`config.mk`:
```
export PLATFORM = sky130hd
export DESIGN_NAME = game_clock_timers
export DESIGN_NICKNAME = d
export VERILOG_FILES = /design/src/verilog/game_clock_pkg.sv /design/src/verilog/pin_sync_if.sv /design/src/verilog/game_clock_timers.sv /design/src/verilog/pin_sync.sv
export VERILOG_INCLUDE_DIRS = /design/src /design/src/verilog
export SDC_FILE = /design/constraint.sdc
export NUM_CORES = 1
export LEC_CHECK = 0
export BUFFER_PORTS_ARGS = -buffer_cell sky130_fd_sc_hd__buf_2
export CAP_MARGIN = 30
export CORE_ASPECT_RATIO = 1.25
export CORE_MARGIN = 5
export CORE_UTILIZATION = 40
export CTS_CLUSTER_SIZE = 28
export DETAILED_ROUTE_END_ITERATION = 7
export PLACE_DENSITY = 0.66
export SLEW_MARGIN = 5
export SYNTH_ARGS = -nofsm -noshare
export SYNTH_HDL_FRONTEND = slang
export SYNTH_SLANG_ARGS = --single-unit
```
`constraint.sdc`:
```
create_clock -name pclk -period 3.9 [get_ports pclk]
set_input_delay 0.585 -clock pclk [delete_from_list [all_inputs] [get_ports pclk]]
set_output_delay 0.585 -clock pclk [all_outputs]
set_load 0.02 [all_outputs]
```
`src/verilog/game_clock_cfg.svh`:
```
`ifndef GAME_CLOCK_CFG_SVH
`define GAME_CLOCK_CFG_SVH
`define CLK_PERIOD_NS   10
`define TICK_TIME_NS    100000000
`define HORN_TIME_NS    1000000000
`define MINUTE_TENTHS   16'h0258
`define RST_TIME        16'h0000
`define RST_CTRL        6'h00
`define RST_COUNT       8'h00
`define REG_CTRL        8'h00
`define REG_CMD         8'h04
`define REG_PERIOD      8'h08
`define REG_BREAK       8'h0c
`define REG_OVERTIME    8'h10
`define REG_SHOT1       8'h14
`define REG_SHOT2       8'h18
`define REG_FULL_LEN    8'h1c
`define REG_FULL_WARN   8'h20
`define REG_PART_LEN    8'h24
`define REG_PART_WARN   8'h28
`define REG_TO_COUNTS   8'h2c
`define REG_MAIN_STAT   8'h30
`define REG_SHOT_STAT   8'h34
`define REG_TO_STAT     8'h38
`define REG_EDIT        8'h3c
`define CTRL_FOUR       0
`define CTRL_UP         1
`define CTRL_TENTHS     2
`define CTRL_SYNC       3
`define CTRL_BLANK      4
`define CTRL_SHOW       5
`define CMD_START       0
`define CMD_STOP        1
`define CMD_LD_PERIOD   2
`define CMD_LD_BREAK    3
`define CMD_LD_OT       4
`define CMD_TO_HOME     5
`define CMD_TO_GUEST    6
`define CMD_TO_ONOFF    7
`define CMD_TO_PART     8
`define CMD_EDIT_BEGIN  9
`define CMD_EDIT_SEL    10
`define CMD_EDIT_ENTER  11
`define CMD_W           12
`endif

```
`src/verilog/game_clock_pkg.sv`:
```
package game_clock_pkg;
   typedef enum logic [2:0] {
      TO_IDLE = 3'b001,
      TO_FULL = 3'b010,
      TO_PART = 3'b100
   } to_state_e;
   typedef logic [15:0] time_t;
endpackage

```
`src/verilog/pin_sync_if.sv`:
```
`timescale 1ns/100ps
`default_nettype none
interface pin_sync_if #(parameter int W = 3);
   logic [W-1:0] raw;
   logic [W-1:0] level;
   logic [W-1:0] rise;
   modport owner (output raw, input level, input rise);
   modport sync  (input raw, output level, output rise);
endinterface
`default_nettype wire

```
`src/verilog/game_clock_timers.sv`:
```
// Operation
// [RULE1] Setting holds game structure: two halves or four quarters.
// [RULE2] Count-down: load length, decrement, halt at zero.
// [RULE3] Count-up: load zero, increment, halt at selected length.
// [RULE4] Tenths shown when enabled, counting down, under one minute.
// [RULE5] Period load advances period number only if clock was zero.
// [RULE6] Stored break length used as main clock length between periods.
// [RULE7] Stored overtime length used for overtime periods.
// [RULE8] Two shot presets; remote reset buttons load shot clock from them.
// [RULE9] Preset edit shows stored value until first digit entered.
// [RULE10] Sync mode: main stop halts shot clock, main start restarts it.
// [RULE11] Independent mode: shot clock follows only remote run switch.
// [RULE12] Auto-blank: shot not below main blanks, resets, stops shot.
// [RULE13] Per-team time-out counts; zero count disables that team key.
// [RULE14] On/off key: zero duration disables that time-out type.
// [RULE15] Operator refills overtime time-out counts; hardware never refills.
// [RULE16] Full time-out duration starts full time-out countdown.
// [RULE17] Full warning value sounds one-second horn; zero disables.
// [RULE18] Partial time-out duration starts partial time-out countdown.
// [RULE19] Partial warning value sounds one-second horn; zero disables.
// [RULE20] Show-on-main routes time-out countdown to scoreboard digits.
// [RULE21] All clocks step on common tenth tick; times held as tenths.
// [RULE22] Time-out counts down to zero and stops; start uses one count.
`timescale 1ns/100ps
`include "game_clock_cfg.svh"
`default_nettype none
module game_clock_timers #(
   parameter int TICK_CYCLES = `TICK_TIME_NS / `CLK_PERIOD_NS
) (
   input  wire logic          pclk,
   input  wire logic          presetn,
   input  wire logic          psel,
   input  wire logic          penable,
   input  wire logic          pwrite,
   input  wire logic [7:0]    paddr,
   input  wire logic [31:0]   pwdata,
   output logic      [31:0]   prdata,
   output logic               pready,
   output logic               pslverr,
   input  wire logic          remote_reset1,
   input  wire logic          remote_reset2,
   input  wire logic          remote_run,
   output logic      [15:0]   main_digits,
   output logic               main_tenths,
   output logic      [3:0]    period_num,
   output logic               game_quarters,
   output logic      [15:0]   shot_digits,
   output logic               shot_blank,
   output logic               shot_horn,
   output logic      [15:0]   timeout_digits,
   output logic               timeout_horn,
   output logic      [15:0]   lcd_value
);
   localparam int HORN_TICKS = `HORN_TIME_NS / `TICK_TIME_NS;

   logic [23:0]              tick_cnt;
   logic                     tick;
   logic [5:0]               ctrl;
   logic [`CMD_W-1:0]        cmd;
   game_clock_pkg::time_t    period_len;
   game_clock_pkg::time_t    break_len;
   game_clock_pkg::time_t    ot_len;
   game_clock_pkg::time_t    preset [2];
   game_clock_pkg::time_t    full_len;
   game_clock_pkg::time_t    full_warn;
   game_clock_pkg::time_t    part_len;
   game_clock_pkg::time_t    partial_pause_alert_time;
   game_clock_pkg::time_t    edit_buf;
   logic                     edit_active;
   logic                     edit_sel;
   logic                     digit_seen;
   logic [7:0]               to_count [4];
   game_clock_pkg::time_t    main_time;
   game_clock_pkg::time_t    main_limit;
   logic                     main_run;
   game_clock_pkg::time_t    shot_time;
   logic                     shot_run;
   game_clock_pkg::time_t    to_time;
   game_clock_pkg::to_state_e to_state;
   logic [7:0]               shot_horn_cnt;
   logic [7:0]               to_horn_cnt;
   logic                     setup;
   logic                     wr_en;
   logic [31:0]              rd_word;
   game_clock_pkg::time_t    ld_len;
   logic                     ld_any;
   logic                     main_done;
   logic                     blank_cond;
   logic                     to_active;
   logic                     to_key;
   logic [1:0]               to_idx;
   game_clock_pkg::time_t    to_dur;
   game_clock_pkg::time_t    to_warn;

   pin_sync_if #(.W(3)) rs ();
   assign rs.raw = {remote_run, remote_reset2, remote_reset1};

   pin_sync #(.W(3)) u_sync (
      .clk   (pclk),
      .rst_n (presetn),
      .ps    (rs)
   );

   function automatic logic reg_known(input logic [7:0] a);
      return (a <= `REG_EDIT) && (a[1:0] == 2'b00);
   endfunction

   // Tenth-second tick
   always_ff @(posedge pclk or negedge presetn) begin
      if (!presetn) begin
         tick_cnt <= '0;
         tick     <= 1'b0;
      end else if (tick_cnt == 24'(TICK_CYCLES - 1)) begin // [RULE21]
         tick_cnt <= '0;
         tick     <= 1'b1;
      end else begin
         tick_cnt <= tick_cnt + 24'h000001;
         tick     <= 1'b0;
      end
   end

   // APB slave: no wait state, answer in first access cycle
   assign setup = psel & ~penable;
   assign wr_en = psel & penable & pready & pwrite & reg_known(paddr);

   always_comb begin
      rd_word = '0;
      if (paddr == `REG_CTRL) begin
         rd_word = {26'h0, ctrl};
      end else if (paddr == `REG_PERIOD) begin
         rd_word = {16'h0, period_len};
      end else if (paddr == `REG_BREAK) begin
         rd_word = {16'h0, break_len};
      end else if (paddr == `REG_OVERTIME) begin
         rd_word = {16'h0, ot_len};
      end else if (paddr == `REG_SHOT1) begin
         rd_word = {16'h0, preset[0]};
      end else if (paddr == `REG_SHOT2) begin
         rd_word = {16'h0, preset[1]};
      end else if (paddr == `REG_FULL_LEN) begin
         rd_word = {16'h0, full_len};
      end else if (paddr == `REG_FULL_WARN) begin
         rd_word = {16'h0, full_warn};
      end else if (paddr == `REG_PART_LEN) begin
         rd_word = {16'h0, part_len};
      end else if (paddr == `REG_PART_WARN) begin
         rd_word = {16'h0, partial_pause_alert_time};
      end else if (paddr == `REG_TO_COUNTS) begin
         rd_word = {to_count[3], to_count[2], to_count[1], to_count[0]};
      end else if (paddr == `REG_MAIN_STAT) begin
         rd_word = {7'h0, main_run, 4'h0, period_num, main_time};
      end else if (paddr == `REG_SHOT_STAT) begin
         rd_word = {14'h0, blank_cond, shot_run, shot_time};
      end else if (paddr == `REG_TO_STAT) begin
         rd_word = {13'h0, to_state, to_time};
      end else if (paddr == `REG_EDIT) begin
         rd_word = {13'h0, digit_seen, edit_sel, edit_active, edit_buf};
      end
   end

   always_ff @(posedge pclk or negedge presetn) begin
      if (!presetn) begin
         prdata  <= '0;
         pready  <= 1'b0;
         pslverr <= 1'b0;
      end else begin
         pready  <= setup;
         pslverr <= setup & ~reg_known(paddr);
         if (setup) begin
            prdata  <= reg_known(paddr) ? rd_word : 32'h00000000;
         end
      end
   end

   // Settings
   always_ff @(posedge pclk or negedge presetn) begin
      if (!presetn) begin
         ctrl       <= `RST_CTRL;
         period_len <= `RST_TIME;
         break_len  <= `RST_TIME;
         ot_len     <= `RST_TIME;
         full_len   <= `RST_TIME;
         full_warn  <= `RST_TIME;
         part_len   <= `RST_TIME;
         partial_pause_alert_time <= `RST_TIME;
      end else if (wr_en) begin
         if (paddr == `REG_CTRL) begin
            ctrl <= pwdata[5:0]; // [RULE1]
         end else if (paddr == `REG_PERIOD) begin
            period_len <= pwdata[15:0];
         end else if (paddr == `REG_BREAK) begin
            break_len <= pwdata[15:0]; // [RULE6]
         end else if (paddr == `REG_OVERTIME) begin
            ot_len <= pwdata[15:0]; // [RULE7]
         end else if (paddr == `REG_FULL_LEN) begin
            full_len <= pwdata[15:0]; // [RULE16]
         end else if (paddr == `REG_FULL_WARN) begin
            full_warn <= pwdata[15:0];
         end else if (paddr == `REG_PART_LEN) begin
            part_len <= pwdata[15:0]; // [RULE18]
         end else if (paddr == `REG_PART_WARN) begin
            partial_pause_alert_time <= pwdata[15:0];
         end
      end
   end

   // Keypad command strobes, one cycle each
   always_ff @(posedge pclk or negedge presetn) begin
      if (!presetn) begin
         cmd <= '0;
      end else begin
         cmd <= (wr_en && paddr == `REG_CMD) ? pwdata[`CMD_W-1:0] : '0;
      end
   end

   // Shot preset storage and edit
   always_ff @(posedge pclk or negedge presetn) begin
      if (!presetn) begin
         preset[0]   <= `RST_TIME;
         preset[1]   <= `RST_TIME;
         edit_buf    <= `RST_TIME;
         edit_active <= 1'b0;
         edit_sel    <= 1'b0;
         digit_seen  <= 1'b0;
      end else if (cmd[`CMD_EDIT_BEGIN]) begin
         edit_active <= 1'b1;
         edit_sel    <= cmd[`CMD_EDIT_SEL];
         digit_seen  <= 1'b0; // [RULE9]
      end else if (cmd[`CMD_EDIT_ENTER]) begin
         if (edit_active && digit_seen) begin
            preset[edit_sel] <= edit_buf; // [RULE8]
         end
         edit_active <= 1'b0;
      end else if (wr_en && paddr == `REG_EDIT) begin
         edit_buf   <= pwdata[15:0];
         digit_seen <= 1'b1; // [RULE9]
      end else if (wr_en && paddr == `REG_SHOT1) begin
         preset[0] <= pwdata[15:0]; // [RULE8]
      end else if (wr_en && paddr == `REG_SHOT2) begin
         preset[1] <= pwdata[15:0];
      end
   end

   // Main clock
   assign ld_any = cmd[`CMD_LD_PERIOD] | cmd[`CMD_LD_BREAK] | cmd[`CMD_LD_OT];
   assign main_done = ctrl[`CTRL_UP] ? (main_time >= main_limit) : (main_time == '0);

   always_comb begin
      if (cmd[`CMD_LD_PERIOD]) begin
         ld_len = period_len;
      end else if (cmd[`CMD_LD_BREAK]) begin
         ld_len = break_len; // [RULE6]
      end else begin
         ld_len = ot_len; // [RULE7]
      end
   end

   always_ff @(posedge pclk or negedge presetn) begin
      if (!presetn) begin
         main_time  <= '0;
         main_limit <= '0;
         main_run   <= 1'b0;
         period_num <= '0;
      end else if (ld_any) begin
         main_time  <= ctrl[`CTRL_UP] ? '0 : ld_len; // [RULE2] [RULE3]
         main_limit <= ld_len;
         main_run   <= 1'b0;
         if (cmd[`CMD_LD_PERIOD] && main_time == '0) begin
            period_num <= period_num + 4'h1; // [RULE5]
         end
      end else begin
         if (cmd[`CMD_START] && !main_done) begin
            main_run <= 1'b1;
         end else if (cmd[`CMD_STOP]) begin
            main_run <= 1'b0;
         end else if (tick && main_run) begin
            if (ctrl[`CTRL_UP]) begin
               main_time <= main_time + 16'h0001; // [RULE3]
               if (main_time + 16'h0001 >= main_limit) begin
                  main_run <= 1'b0;
               end
            end else if (main_time != '0) begin
               main_time <= main_time - 16'h0001; // [RULE2]
               if (main_time == 16'h0001) begin
                  main_run <= 1'b0;
               end
            end else begin
               main_run <= 1'b0;
            end
         end
      end
   end

   // Shot clock
   assign blank_cond = ctrl[`CTRL_BLANK] && (shot_time >= main_time); // [RULE12]

   always_ff @(posedge pclk or negedge presetn) begin
      if (!presetn) begin
         shot_time <= '0;
         shot_run  <= 1'b0;
      end else if (blank_cond) begin
         shot_time <= preset[0]; // [RULE12]
         shot_run  <= 1'b0;
      end else begin
         if (rs.rise[0]) begin
            shot_time <= preset[0]; // [RULE8]
         end else if (rs.rise[1]) begin
            shot_time <= preset[1]; // [RULE8]
         end else if (tick && shot_run && shot_time != '0) begin
            shot_time <= shot_time - 16'h0001; // [RULE21]
         end
         if (!ctrl[`CTRL_SYNC]) begin
            shot_run <= rs.level[2] && shot_time != '0; // [RULE11]
         end else if (cmd[`CMD_STOP] && main_run && shot_run) begin
            shot_run <= 1'b0; // [RULE10]
         end else if (cmd[`CMD_START] && !main_done && shot_time != '0) begin
            shot_run <= 1'b1; // [RULE10]
         end else if (rs.rise[2] && shot_time != '0) begin
            shot_run <= 1'b1;
         end else if (!rs.level[2] && shot_run) begin
            shot_run <= 1'b0;
         end else if (tick && shot_time == 16'h0001) begin
            shot_run <= 1'b0;
         end
      end
   end

   always_ff @(posedge pclk or negedge presetn) begin
      if (!presetn) begin
         shot_horn_cnt <= '0;
         shot_horn     <= 1'b0;
      end else begin
         if (tick && shot_run && shot_time == 16'h0001 && !blank_cond) begin
            shot_horn_cnt <= 8'(HORN_TICKS);
         end else if (tick && shot_horn_cnt != '0) begin
            shot_horn_cnt <= shot_horn_cnt - 8'h01;
         end
         shot_horn <= shot_horn_cnt != '0;
      end
   end

   // Time-out timer
   assign to_active = to_state != game_clock_pkg::TO_IDLE;
   assign to_key    = cmd[`CMD_TO_HOME] | cmd[`CMD_TO_GUEST];
   assign to_idx    = {cmd[`CMD_TO_GUEST], cmd[`CMD_TO_PART]};
   assign to_dur    = cmd[`CMD_TO_PART] ? part_len : full_len; // [RULE16] [RULE18]
   assign to_warn   = (to_state == game_clock_pkg::TO_PART) ? partial_pause_alert_time
                                                            : full_warn;

   always_ff @(posedge pclk or negedge presetn) begin
      if (!presetn) begin
         to_state <= game_clock_pkg::TO_IDLE;
         to_time  <= '0;
         for (int i = 0; i < 4; i++) begin
            to_count[i] <= `RST_COUNT;
         end
      end else begin
         case (to_state)
            game_clock_pkg::TO_IDLE: begin
               if (to_key && to_count[to_idx] != '0) begin // [RULE13]
                  to_time  <= to_dur;
                  to_count[to_idx] <= to_count[to_idx] - 8'h01; // [RULE22]
                  to_state <= cmd[`CMD_TO_PART] ? game_clock_pkg::TO_PART
                                                : game_clock_pkg::TO_FULL;
               end else if (cmd[`CMD_TO_ONOFF] && to_dur != '0) begin // [RULE14]
                  to_time  <= to_dur;
                  to_state <= cmd[`CMD_TO_PART] ? game_clock_pkg::TO_PART
                                                : game_clock_pkg::TO_FULL;
               end
            end
            game_clock_pkg::TO_FULL, game_clock_pkg::TO_PART: begin
               if (cmd[`CMD_TO_ONOFF] || to_time == '0) begin
                  to_state <= game_clock_pkg::TO_IDLE;
               end else if (tick) begin
                  to_time <= to_time - 16'h0001; // [RULE22]
                  if (to_time == 16'h0001) begin
                     to_state <= game_clock_pkg::TO_IDLE;
                  end
               end
            end
            default: begin
               to_state <= game_clock_pkg::TO_IDLE;
            end
         endcase
         // Counts only change by REG_TO_COUNTS write or time-out start
         if (wr_en && paddr == `REG_TO_COUNTS) begin
            for (int i = 0; i < 4; i++) begin
               to_count[i] <= pwdata[8*i +: 8]; // [RULE15]
            end
         end
      end
   end

   always_ff @(posedge pclk or negedge presetn) begin
      if (!presetn) begin
         to_horn_cnt  <= '0;
         timeout_horn <= 1'b0;
      end else begin
         if (tick && to_active && to_warn != '0
             && to_time == to_warn + 16'h0001) begin // [RULE17] [RULE19]
            to_horn_cnt <= 8'(HORN_TICKS);
         end else if (tick && to_horn_cnt != '0) begin
            to_horn_cnt <= to_horn_cnt - 8'h01;
         end
         timeout_horn <= to_horn_cnt != '0;
      end
   end

   // Display outputs
   always_ff @(posedge pclk or negedge presetn) begin
      if (!presetn) begin
         main_digits    <= '0;
         main_tenths    <= 1'b0;
         game_quarters  <= 1'b0;
         shot_digits    <= '0;
         shot_blank     <= 1'b0;
         timeout_digits <= '0;
         lcd_value      <= '0;
      end else begin
         main_digits <= (to_active && ctrl[`CTRL_SHOW]) ? to_time : main_time; // [RULE20]
         main_tenths <= ctrl[`CTRL_TENTHS] && !ctrl[`CTRL_UP]
                        && (main_time < `MINUTE_TENTHS); // [RULE4]
         game_quarters  <= ctrl[`CTRL_FOUR]; // [RULE1]
         shot_digits    <= shot_time;
         shot_blank     <= blank_cond; // [RULE12]
         timeout_digits <= to_time;
         if (edit_active) begin
            lcd_value <= digit_seen ? edit_buf : preset[edit_sel]; // [RULE9]
         end else if (to_active) begin
            lcd_value <= to_time; // [RULE20]
         end else begin
            lcd_value <= main_time;
         end
      end
   end
endmodule // game_clock_timers
`default_nettype wire

```
`src/verilog/pin_sync.sv`:
```
`timescale 1ns/100ps
`default_nettype none
module pin_sync #(
   parameter int W = 3
) (
   input  wire logic    clk,
   input  wire logic    rst_n,
   pin_sync_if.sync     ps
);
   logic [W-1:0] s1;
   logic [W-1:0] s2;
   logic [W-1:0] s3;

   always_ff @(posedge clk or negedge rst_n) begin
      if (!rst_n) begin
         s1 <= '0;
         s2 <= '0;
         s3 <= '0;
      end else begin
         s1 <= ps.raw;
         s2 <= s1;
         s3 <= s2;
      end
   end

   // Level moves only when stages two and three agree
   always_ff @(posedge clk or negedge rst_n) begin
      if (!rst_n) begin
         ps.level <= '0;
         ps.rise  <= '0;
      end else begin
         ps.level <= (s2 & s3) | (ps.level & (s2 | s3));
         ps.rise  <= s2 & s3 & ~ps.level;
      end
   end
endmodule // pin_sync
`default_nettype wire

```
==> flow_summary_export.csv <==
group,metric,value,unit
power,pwr-share-clk,41.1,%
job,cap_viol_max_count,0,
placed_design,dpl-instance-area,0.0263,mm²
placed_design,io_buffers,154,
min_path,hp-class,"in2async",
critical_path,path_class,"reg2reg",
final_layout,fillers,5739,
synthesis,synth_fa_ha_area_share,3.46,%
clock_tree,postCtsHoldBufs,0,
critical_path,cp_top_family,"compound AO/OA/AOI/OAI gates",
power,power.switching,3.53,mW
clock_tree,cts_setup_buffers,0,
power,comb_power_share,16.0,%
outcome,outcome,"finished clean",
global_routing,grt_pass1_vias,21100,
global_routing,grt_overflow,0,
synthesis,yosysTopAreaCell,"dfrtp_1",
sta,final_hold_viol_count,0,
clock_tree,cts_made_buffers,49,
routing,vias_per_cell,6.15,
sta,period_share,96.9,%
sta,drv_slew,0,
power,p_leak,13.0,nW
global_routing,antenna_found_initial,3,
power,ir_worst_vdd,0.374,mV
critical_path,slowest_stage,"a2111oi_0",
critical_path,worstPathCellList,"clkinv_1 -> ha_1 -> a21o_1 -> a21o_1 -> a2111oi_0 -> o211ai_1 -> nand2_1 -> nand2b_1 -> mux2_2",
power,p_total,11.7,mW
synthesis,synth_compound_area_share,16.2,%
sta,fmax,265,MHz
synthesis,async_flop_share,100,%
synthesis,synth-main-ff-cell,"dfrtp_1",
synthesis,yosys.cell_types.count,89,
synthesis,ys_ff_latch,445,
synthesis,synth_seq_area_share,45.5,%
sta,setup_viol,0,
global_routing,track_usage,27.6,%
final_layout,nNetsFinal,2758,
synthesis,syn_avg_cell_area,9.77,µm²
routing,drc,0,
clock_tree,clockBufferDepth,3,
synthesis,synth-edff-count,0,
critical_path,cp.arrival,4250,ps
floorplan,rows,101,
final_layout,syn_to_final_growth,14.4,%
synthesis,synthesis.area,0.0245,mm²
synthesis,muxShareOfSynthArea,12.1,%
final_layout,final_area,0.0280,mm²
floorplan,dieWidth,231,µm
synthesis,netlist_instances,2505,
routing,wl_per_cell,27.1,µm
synthesis,yosysWarningCount,0,
sta,grt_setup_unrepaired,"false",
power,power.internal,8.19,mW
floorplan,dieArea,0.0662,mm²
routing,drtIter0Drc,2090,
floorplan,coreArea,0.0607,mm²
routing,top_layer_used,"met5",
critical_path,worstRegToRegCells,9,
synthesis,synth.top_cell.area_share,45.4,%
synthesis,yosys.area_share.simple,15.1,%
synthesis,synth_xor_xnor_area_share,3.69,%
synthesis,syn_nets,2619,
power,p_sw_share,30.1,%
clock_tree,cts_tree,"yes",
final_layout,drive_above_1_share,20.4,%
critical_path,start_kind,"flop",
global_routing,grt_pass1_wl,139000,µm
sta,finClkSkew,23.7,ps
clock_tree,cts.clk_slew.worst_paths,80,ps
critical_path,critical_path.max_fanout,16,
critical_path,slowest_delay,640,ps
power,seq_power_share,42.9,%
synthesis,synth_top_family_by_area,"compound AO/OA/AOI/OAI gates",
routing,wl_met1,36700,µm
routing,detail-route-antenna-nets,0,
global_routing,grt_max_degree,106,
clock_tree,clkSinkCount,445,
critical_path,path_depth,9,
power,power.density,419,mW/mm²
clock_tree,cts-resized-gates,0,
floorplan,initial_core_util,40.3,%
routing,dr_wl_met2,42600,µm
critical_path,critical_path_required,4370,ps
critical_path,crit_path_frequent_cell,"a21o_1",
critical_path,worstSetupEndpointType,"flop",
clock_tree,cts_root_buf,"clkbuf_16",
clock_tree,insertion_delay,610,ps
clock_tree,htree_levels,2,
sta,tightest_slew,989,ps
placed_design,routabilityCongestion,1.06,
routing,dr.pass1.iters,5,
routing,wl,93800,µm
sta,whs,22.1,ps
critical_path,crit_buf_inv,1,
placed_design,hpwl,70100,µm
synthesis,synth_top_cells_by_area,"dfrtp_1, mux2_2, nand2_1",
sta,fin_crit,3780,ps
sta,relSlewSlack,33.4,%
floorplan,io_pins,155,
floorplan,die_h,287,µm
routing,via_count,21200,
sta,setup-tns-final,0,ps
routing,wl_met3,7900,µm
-- layer usage --
| metal | GRT usage (%) | vias up |
|---|---|---|
| met2 | 44.0 | 1091 |
| li1 | - | 9312 |
| met5 | 0 | - |
| met4 | 15.3 | 2 |
| met3 | 5.75 | 299 |
| met1 | 35.2 | 10500 |
-- registers in the layout (all words and copies together), names as in the netlist, 6 cells and up --
register                  count
prdata                       32
preset                       32
to_count                     32
tick_cnt                     24
break_len                    16
edit_buf                     16
full_len                     16
full_warn                    16
lcd_value                    16
main_digits                  16
main_limit                   16
main_time                    16
ot_len                       16
part_len                     16
partial_pause_alert_time     16
period_len                   16
shot_digits                  16
shot_time                    16
timeout_digits               16
to_time                      16
cmd                          12
shot_horn_cnt                 8
to_horn_cnt                   8
ctrl                          6
-- placed cells by master, fill, tap and decap left out, types with 25 or more instances in the layout --
cell type	netlist	layout
and2_1	26	26
o211ai_1	32	32
inv_1	66	66
dfrtp_1	444	444
mux2_2	166	166
clkbuf_16	0	50
nand3_1	74	74
nor2_1	146	146
buf_2	28	154
buf_4	2	95
nor2b_1	29	29
xnor2_1	67	67
and3_1	30	30
ha_1	66	66
xor2_1	36	36
nor3_1	37	36
nand2_1	286	286
mux2i_1	88	88
o221ai_1	25	25
o21ai_0	193	193
a21oi_1	163	163
nor4_1	33	32
-- stage by stage --
stage / util [%] / std cells / worst slack (ps)
finish: 46.2 / 3455 / 120
global route: 46.2 / 3454 / 42.2
CTS: 46.1 / 3453 / 179
detailed placement: 43.4 / 3364 / 207
global placement: 43.3 / 3358 / 268
floorplan: - / 2505 / 946
-- logic make-up after synthesis --
kind of cell	Yosys count
xor gates and xnor gates	103
adders and majority gates	68
and+or+nand+nor	763
AOI/OAI and AO/OA	627
DFF	445
muxes	263
buffers and inverters	236
-- path summary, 6_finish.rpt --
path	start	slack [ps]	endpoint
worst max-delay path	main_time[10]	120	shot_time[14]
worst min-delay path	presetn	20	prdata[27]
worst max register to register	main_time[10]	120	shot_time[14]
worst min register to register	u_sync.s1[1]	370	u_sync.s2[1]
max in group asynchronous	presetn	2690	main_digits[11]
min in group pclk	remote_reset1	100	u_sync.s1[0]
-- Yosys cell counts (20+ instances only) --
master / n
ha_1: 66
a21oi_1: 163
a21o_1: 24
and3_1: 30
dfrtp_1: 444
nand3_1: 74
nor3_1: 37
o211ai_1: 32
o221ai_1: 25
xor2_1: 36
clkbuf_1: 114
a22o_1: 20
nor4_1: 33
nor2b_1: 29
o21ai_0: 193
mux2i_1: 88
nand4_1: 23
nand2_1: 286
and2_1: 26
mux2_2: 166
inv_1: 66
nor2_1: 146
xnor2_1: 67
o22ai_1: 24
buf_2: 28
-- layout make-up --
class                   count  area, µm²  area share (%)
multi-input cells        1824      12400            44.2
clock inverters            20        243           0.867
clock buffers              69       1410            5.05
well taps                 772        966            3.45
repair buffers            255       1600            5.72
flip-flops and latches    445      11100            39.8
inverters                  69        259           0.925
diodes                      1       2.50         0.00894
-- power by group through the flow --
stage | combinational, mW | clock [mW] | sequential (mW)
after floorplan | 1.03 | 0 | 5.13
after global placement | 1.85 | 0 | 5.11
after detailed placement | 1.87 | 0 | 5.12
after CTS | 1.87 | 4.90 | 5.03
after global routing | 2.01 | 5.07 | 5.05
final | 1.87 | 4.82 | 5.03
Power figures use the tool's default switching activity.
